## config.mk

```make
export PLATFORM = sky130hd
export DESIGN_NAME = dcs_port
export DESIGN_NICKNAME = d
export VERILOG_FILES = /design/src/dcs_pkg.sv /design/src/dcs_port.sv
export SDC_FILE = /design/constraint.sdc
export NUM_CORES = 1
export LEC_CHECK = 0
export BUFFER_PORTS_ARGS = -buffer_cell sky130_fd_sc_hd__clkbuf_2
export CORE_ASPECT_RATIO = 1.5
export CORE_MARGIN = 5
export CORE_UTILIZATION = 35
export DETAILED_ROUTE_END_ITERATION = 6
export SLEW_MARGIN = 30
export SYNTH_ARGS = -nofsm -noshare
export SYNTH_HDL_FRONTEND = slang
export SYNTH_SLANG_ARGS = --single-unit
```

## constraint.sdc

```tcl
create_clock -name clock -period 6.4 [get_ports clock]
set_clock_uncertainty 0.1 [all_clocks]
set_input_delay 1.28 -clock clock [delete_from_list [all_inputs] [get_ports clock]]
set_output_delay 1.28 -clock clock [all_outputs]
set_load 0.02 [all_outputs]
```

## src/dcs_pkg.sv

```systemverilog
// Package of codes, fields and reset values for the DMA control and status port
package dcs_pkg;
    localparam int NUM_CH = 4;
    // Register codes on the low three address lines (top line high)
    localparam logic [2:0] CODE_STATUS_CMD  = 3'h0;
    localparam logic [2:0] CODE_REQUEST     = 3'h1;
    localparam logic [2:0] CODE_CMD_SMASK   = 3'h2;
    localparam logic [2:0] CODE_MODE        = 3'h3;
    localparam logic [2:0] CODE_BYTE_PTR    = 3'h4;
    localparam logic [2:0] CODE_TEMP_MCLR   = 3'h5;
    localparam logic [2:0] CODE_MCNT_CMASK  = 3'h6;
    localparam logic [2:0] CODE_ALL_MASK    = 3'h7;
    // Field positions
    localparam int SEL_LSB      = 0;
    localparam int SET_BIT      = 2;
    localparam int MODE_LSB     = 2;
    localparam int MODE_W       = 6;
    localparam int XFER_LSB     = 6;
    localparam int AUTOINIT_BIT = 4;
    localparam int ACK_POL_BIT  = 7;
    // Transfer modes in mode bits 7:6
    localparam logic [1:0] XFER_DEMAND  = 2'h0;
    localparam logic [1:0] XFER_SINGLE  = 2'h1;
    localparam logic [1:0] XFER_BLOCK   = 2'h2;
    localparam logic [1:0] XFER_CASCADE = 2'h3;
    // Reset values and read fill values
    localparam logic [7:0] CMD_RST   = 8'h00;
    localparam logic [3:0] MASK_RST  = 4'hF;
    localparam logic [3:0] NIB_ONES  = 4'hF;
    localparam logic [1:0] LOW_ONES  = 2'h3;
    localparam logic [7:0] UNDEF_RD  = 8'h00;
endpackage

```

## src/dcs_port.sv

```systemverilog
// Processor-facing command, status, mask and request logic of a four-channel DMA controller
`timescale 1ns/1ps
`default_nettype none

module dcs_port #(
    parameter int NCH = dcs_pkg::NUM_CH
) (
    input  wire logic             clock,
    input  wire logic             rst_n,
    input  wire logic             chip_select_n,
    input  wire logic             io_read_strobe_n,
    input  wire logic             io_write_strobe_n,
    input  wire logic [3:0]       addr,
    input  wire logic [7:0]       data_in,
    output logic      [7:0]       data_out,
    output logic                  data_out_en,
    input  wire logic             hold_acknowledge,
    input  wire logic [NCH-1:0]   channel_transfer_request,
    input  wire logic [NCH-1:0]   terminal_count,
    input  wire logic [NCH-1:0]   end_of_process,
    input  wire logic             temp_load,
    input  wire logic [7:0]       temp_data,
    input  wire logic [NCH-1:0]   channel_ack_active,
    output logic      [NCH-1:0]   channel_acknowledge_output,
    output logic      [7:0]       command_value,
    output logic      [NCH-1:0]   mask_bits,
    output logic      [NCH-1:0]   soft_request_valid,
    output logic                  byte_pointer_high,
    output logic      [NCH*dcs_pkg::MODE_W-1:0] mode_values,
    output logic                  master_clear_pulse
);

    typedef struct packed {
        logic [7:0]                   cmd;
        logic [NCH-1:0]               req;
        logic [NCH-1:0]               mask;
        logic [NCH-1:0]               tc;
        logic [7:0]                   temp;
        logic                         bptr;
        logic [1:0]                   mcnt;
        logic [NCH*dcs_pkg::MODE_W-1:0] mode;
        logic                         rd_prev;
        logic                         wr_prev;
        logic [7:0]                   dout;
        logic                         mclr;
    } dcs_state_t;

    dcs_state_t s_q;
    dcs_state_t s_d;
    logic [1:0] rst_sync_q;
    logic       rst_int_n;
    logic [NCH-1:0] channel_transfer_request_pend_q;

    // Reset release through two flops
    always_ff @(posedge clock or negedge rst_n) begin
        if (!rst_n) begin
            rst_sync_q <= 2'h0;
        end else begin
            rst_sync_q <= {rst_sync_q[0], 1'b1};
        end
    end
    assign rst_int_n = rst_sync_q[1];

    function automatic logic [dcs_pkg::MODE_W-1:0] mode_of(
        input logic [NCH*dcs_pkg::MODE_W-1:0] m,
        input logic [1:0]                    ch
    );
        mode_of = m[ch*dcs_pkg::MODE_W +: dcs_pkg::MODE_W];
    endfunction

    // Pending requests sampled while clock high, held from falling edge
    always_ff @(negedge clock or negedge rst_int_n) begin
        if (!rst_int_n) begin
            channel_transfer_request_pend_q <= '0;
        end else if (s_q.mclr) begin
            channel_transfer_request_pend_q <= '0;
        end else begin
            channel_transfer_request_pend_q <= channel_transfer_request;
        end
    end

    logic rd_cyc;
    logic wr_cyc;
    logic rd_start;
    logic wr_start;
    logic [2:0] code;
    logic       ctl_sel;

    assign rd_cyc   = !chip_select_n && !io_read_strobe_n && !hold_acknowledge;
    assign wr_cyc   = !chip_select_n && !io_write_strobe_n && !hold_acknowledge;
    assign rd_start = rd_cyc && !s_q.rd_prev;
    assign wr_start = wr_cyc && !s_q.wr_prev;
    assign code     = addr[2:0];
    assign ctl_sel  = addr[3];

    always_comb begin
        logic [7:0] rdata;
        logic [1:0] ch;
        logic       mc;
        s_d     = s_q;
        rdata   = dcs_pkg::UNDEF_RD;
        ch      = data_in[1:0];
        mc      = 1'b0;
        s_d.rd_prev = rd_cyc;
        s_d.wr_prev = wr_cyc;
        s_d.mclr    = 1'b0;
        if (temp_load) begin
            s_d.temp = temp_data;
        end
        // Host accesses, one action per strobe
        if (rd_start && !ctl_sel) begin
            s_d.bptr = !s_q.bptr;
        end
        if (wr_start && !ctl_sel) begin
            s_d.bptr = !s_q.bptr;
        end
        if (rd_start && ctl_sel) begin
            unique case (code)
                dcs_pkg::CODE_STATUS_CMD: begin
                    rdata = {channel_transfer_request_pend_q, s_q.tc};
                    s_d.tc = '0;
                end
                dcs_pkg::CODE_REQUEST:    rdata = {dcs_pkg::NIB_ONES, s_q.req};
                dcs_pkg::CODE_CMD_SMASK:  rdata = s_q.cmd;
                dcs_pkg::CODE_MODE: begin
                    rdata = {mode_of(s_q.mode, s_q.mcnt), dcs_pkg::LOW_ONES};
                    s_d.mcnt = s_q.mcnt + 2'h1;
                end
                dcs_pkg::CODE_BYTE_PTR:   s_d.bptr = 1'b1;
                dcs_pkg::CODE_TEMP_MCLR:  rdata = s_q.temp;
                dcs_pkg::CODE_MCNT_CMASK: s_d.mcnt = 2'h0;
                dcs_pkg::CODE_ALL_MASK:   rdata = {dcs_pkg::NIB_ONES, s_q.mask};
            endcase
            s_d.dout = rdata;
        end
        if (wr_start && ctl_sel) begin
            unique case (code)
                dcs_pkg::CODE_STATUS_CMD: s_d.cmd = data_in;
                dcs_pkg::CODE_REQUEST:    s_d.req[ch] = data_in[dcs_pkg::SET_BIT];
                dcs_pkg::CODE_CMD_SMASK:  s_d.mask[ch] = data_in[dcs_pkg::SET_BIT];
                dcs_pkg::CODE_MODE:
                    s_d.mode[ch*dcs_pkg::MODE_W +: dcs_pkg::MODE_W] =
                        data_in[7:dcs_pkg::MODE_LSB];
                dcs_pkg::CODE_BYTE_PTR:   s_d.bptr = 1'b0;
                dcs_pkg::CODE_TEMP_MCLR:  mc = 1'b1;
                dcs_pkg::CODE_MCNT_CMASK: s_d.mask = '0;
                dcs_pkg::CODE_ALL_MASK:   s_d.mask = data_in[NCH-1:0];
            endcase
        end
        // Terminal count set wins over the clear by read
        s_d.tc = s_d.tc | terminal_count | end_of_process;
        // End of process mask set wins over a host mask write
        for (int i = 0; i < NCH; i++) begin
            if (end_of_process[i] && !s_q.mode[i*dcs_pkg::MODE_W + dcs_pkg::AUTOINIT_BIT - dcs_pkg::MODE_LSB]) begin
                s_d.mask[i] = 1'b1;
            end
        end
        if (mc) begin
            s_d.cmd  = dcs_pkg::CMD_RST;
            s_d.req  = '0;
            s_d.mask = dcs_pkg::MASK_RST;
            s_d.tc   = '0;
            s_d.temp = '0;
            s_d.bptr = 1'b0;
            s_d.mcnt = 2'h0;
            s_d.mclr = 1'b1;
        end
    end

    always_ff @(posedge clock or negedge rst_int_n) begin
        if (!rst_int_n) begin
            s_q      <= '0;
            s_q.mask <= dcs_pkg::MASK_RST;
        end else begin
            s_q <= s_d;
        end
    end

    // Per-channel outputs
    genvar g;
    generate
        for (g = 0; g < NCH; g++) begin : g_ch
            logic [1:0] xm;
            assign xm = s_q.mode[g*dcs_pkg::MODE_W + dcs_pkg::XFER_LSB - dcs_pkg::MODE_LSB +: 2];
            assign channel_acknowledge_output[g] =
                s_q.cmd[dcs_pkg::ACK_POL_BIT] ? channel_ack_active[g] : !channel_ack_active[g];
            assign soft_request_valid[g] = s_q.req[g] &&
                (xm == dcs_pkg::XFER_BLOCK || xm == dcs_pkg::XFER_SINGLE);
        end
    endgenerate

    assign data_out           = s_q.dout;
    assign data_out_en        = rd_cyc && ctl_sel;
    assign command_value      = s_q.cmd;
    assign mask_bits          = s_q.mask;
    assign byte_pointer_high  = s_q.bptr;
    assign mode_values        = s_q.mode;
    assign master_clear_pulse = s_q.mclr;

endmodule

`default_nettype wire

```

==> flow_summary.json <==
{
  "yosys.area.top_type": "sky130_fd_sc_hd__dfrtp_1",
  "critPathArrivalTime_ns": 1.48,
  "crit_path_max_fanout": 1,
  "synth_area_per_cell_um2": 9.156,
  "wl_per_cell_um": 20.22,
  "crit-reg2reg-launch": "channel_transfer_request_pend_q[3]",
  "globalRoute.totalOverflow": 0,
  "startpoint_type": "primary input",
  "most_repeated_cell_in_the_gate_level_netlist_after_synthesis": "sky130_fd_sc_hd__dfrtp_1",
  "num_antenna_cells": 0,
  "synth-seq-cells": 72,
  "worst_slew_margin_rel_pct": 45.04,
  "ir_drop_worst_vdd_uv": 101.5,
  "ff2ff_path_depth": 4,
  "leakage_component_of_the_power_nw": 2.246,
  "reg2reg_setup_slack_ns": 2.20,
  "grt_start_max_net_pins": 67,
  "core-area_um2": 12020,
  "die_area_um2": 14630,
  "synthesis.yosys.warnings": 0,
  "fillerInstances": 1285,
  "cts-resized-gates": 0,
  "critPathMaxStageDelay_ns": 0.12,
  "async_flop_share_pct": 100.0,
  "clk_transition_reported_paths_ns": 0.06,
  "power_switching_share_pct": 28.38,
  "hold_depth": 0,
  "via_count_of_the_first_global_routing_pass": 3792,
  "synth_enable_flop_cells": 0,
  "synth_top_cell_area_share_pct": 37.30,
  "vias_after_detailed_routing": 3615,
  "post_drt_via_cell_ratio": 5.477,
  "hpwl_um": 10200,
  "first_pass_grt_wire_length_um": 21080,
  "path_class": "primary input to register",
  "holdCritStartpoint": "rst_sync_q[0]",
  "grt-busiest-layer": "met2",
  "total_switching_power_uw": 348.1,
  "tightestPinTransition_ns": 0.8183,
  "terminating_pin_of_the_worst_hold_path": "rst_sync_q[1]",
  "worst_setup_path_end_kind": "register",
  "ys_dominant_reg_cell": "sky130_fd_sc_hd__dfrtp_1",
  "grt_use_met2_pct": 33.03,
  "grt_use_total_pct": 18.70,
  "clkPwrFrac_pct": 41.9,
  "place_area_um2": 4504,
  "max_cap_viols": 0,
  "gp_routability_congestion": 0.8896,
  "postLayoutSetupSlackWorst_ns": 1.805,
  "clock_insertion_delay_worst_skew_ns": 0.34,
  "final_max_slew_viol_count": 0,
  "cts-htree-levels": 3,
  "critPathTopFamily": "simple AND/OR/NAND/NOR gates",
  "die_y_um": 145.7,
  "setup_viol": 0,
  "number_of_buffers_and_inverters_on_the_critical_path": 1,
  "drt_iter0_markers": 221,
  "die_x_um": 100.4,
  "ant_nets": 0,
  "met1_usage_pct": 20.30,
  "drc_errors": 0,
  "clockRootBuffer": "sky130_fd_sc_hd__clkbuf_16",
  "nNetsFinal": 552,
  "pre_cts_ws_ns": 1.456,
  "status": "finished, final reports clean",
  "fin_setup_tns_ns": 0,
  "seq_power_share_pct": 42.2,
  "synth_area_um2": 4294,
  "post_synth_inst_count": 469,
  "floorplan.initialDensity_pct": 35.74,
  "port_buffers": 97,
  "cpMaxStageDelayCell": "sky130_fd_sc_hd__nor2b_1",
  "power_mw": 1.226,
  "report.final.hold_viol_count": 0,
  "cp_data_required_time_ns": 3.28,
  "power_frac_comb_pct": 15.8,
  "ys_top_cells_by_area": "sky130_fd_sc_hd__dfrtp_1, sky130_fd_sc_hd__buf_4, sky130_fd_sc_hd__o21ai_0",
  "intPower_uw": 878.3,
  "io-pin-count": 98,
  "std_cell_rows": 49,
  "cts_num_sinks": 72,
  "crit_path_cell_trace": "clkbuf_2, nor2b_1",
  "cts-hold-fix-buffers": 0,
  "stdcell_area_um2": 4816,
  "firstDrtPassIters": 5,
  "cts_buffer_depth": 2,
  "cts_tree": "done",
  "pwr_cell_area_nw_per_um2": 254.6,
  "post_route_cells_drive_above_1_share_pct": 27.22,
  "r2r_end": "data_out[7]",
  "wl_um": 13340,
  "grt_use_met3_pct": 3.933,
  "grt_antenna_before_repair": 0,
  "cts_setup_buffers": 0,
  "grt_setup_unrepaired": "false",
  "number_of_buffers_created_by_cts": 9,
  "yosys.cell_types.count": 55,
  "synth_common_cells": "sky130_fd_sc_hd__dfrtp_1, sky130_fd_sc_hd__nand2_1, sky130_fd_sc_hd__o21ai_0",
  "hold_path_class": "register to register",
  "layout-area-overhead-vs-synth_pct": 12.15,
  "synth_sequential_area_ratio_pct": 42.07,
  "syn-num-nets": 519
}
[area by class of cell]
cell class	count	area (um^2)	area share [%]
Multi-Input combinational cell	304	1947	40.43
Timing Repair Buffer	98	496.7	10.31
Sequential cell	72	1808	37.54
Clock inverter	5	55.05	1.143
Inverter	17	65.06	1.351
Tap cell	153	191.4	3.975
Clock buffer	11	252.7	5.248
[kinds of logic (layout without fill, tap and decap cells)]
family                   count (synthesis)  count (layout)  synth area share (%)
adder cells (fa/ha/maj)                  7               7                 2.040
AO/OA/AOI/OAI                          110             110                 16.49
buffers and inverters                   93             131                 12.59
other                                    1               1               0.08733
flip-flops                              72              72                 42.07
XOR/XNOR                                10              10                 2.040
multiplexers                            26              26                 7.634
AND/OR/NAND/NOR                        150             150                 17.05
[placed cells by master, fill, tap and decap left out, drive strengths merged, types with 3 or more instances in the layout]
cell type / count
o2111ai: 4
and3: 6
o22ai: 6
inv: 16
mux2i: 17
a211oi: 6
clkinv: 3
nor3: 7
clkbuf: 108
nand2: 58
o41ai: 7
dfrtp: 64
nor4: 4
a31oi: 3
xor2: 6
o31ai: 6
a31o: 3
a21oi: 13
nor2b: 8
xnor2: 4
nand4: 7
ha: 7
dfrtn: 4
nand2b: 3
nand3b: 3
mux2: 4
nor2: 31
and2: 4
mux4: 5
dfstp: 4
a22oi: 5
o21ai: 46
nand3: 12
[power by group through the flow]
| stage | Combinational (mW) | Sequential (mW) | Clock [mW] |
|---|---|---|---|
| after floorplan | 0.145 | 0.520 | 0 |
| after global placement | 0.192 | 0.527 | 0 |
| after detailed placement | 0.195 | 0.526 | 0 |
| after CTS | 0.196 | 0.518 | 0.530 |
| after global routing | 0.213 | 0.521 | 0.544 |
| final | 0.194 | 0.518 | 0.514 |
[flip-flops by register name (all words and copies together) (netlist names), 2 cells and up]
| name | flops |
|---|---|
| mode_values | 24 |
| channel_transfer_request_pend_q | 4 |
| mask_bits | 4 |
| command_value | 8 |
| s_q | 20 |
| data_out | 8 |
| rst_sync_q | 2 |
[worst max path at each step]
stage,slack [ns],cells after the start,startpoint,end
floorplan,1.07,0,rst_sync_q[1],channel_transfer_request_pend_q[0]
global placement,1.47,2,channel_transfer_request[0],channel_transfer_request_pend_q[0]
detailed placement,1.46,2,channel_transfer_request[0],channel_transfer_request_pend_q[0]
CTS,1.81,2,channel_transfer_request[0],channel_transfer_request_pend_q[0]
global route,1.79,2,channel_transfer_request[2],channel_transfer_request_pend_q[2]
finish,1.80,2,channel_transfer_request[0],channel_transfer_request_pend_q[0]
[per-layer routing]
layer	vias up	part of all wire (%)	wire length [um]
li1	1672	-	-
met1	1767	36	4811
met2	137	54	7240
met3	39	4.7	627
met4	0	5.0	663
met5	-	0	0
[stage by stage]
step	hold WS (ns)	util, %	std cells
floorplan	0.2312	-	469
CTS	0.2487	40.05	660
detailed placement	0.2355	37.48	644
finish	0.2460	40.08	660
global route	0.2620	40.08	660
global placement	0.2330	37.48	644
(Power assumes the default switching activity.)
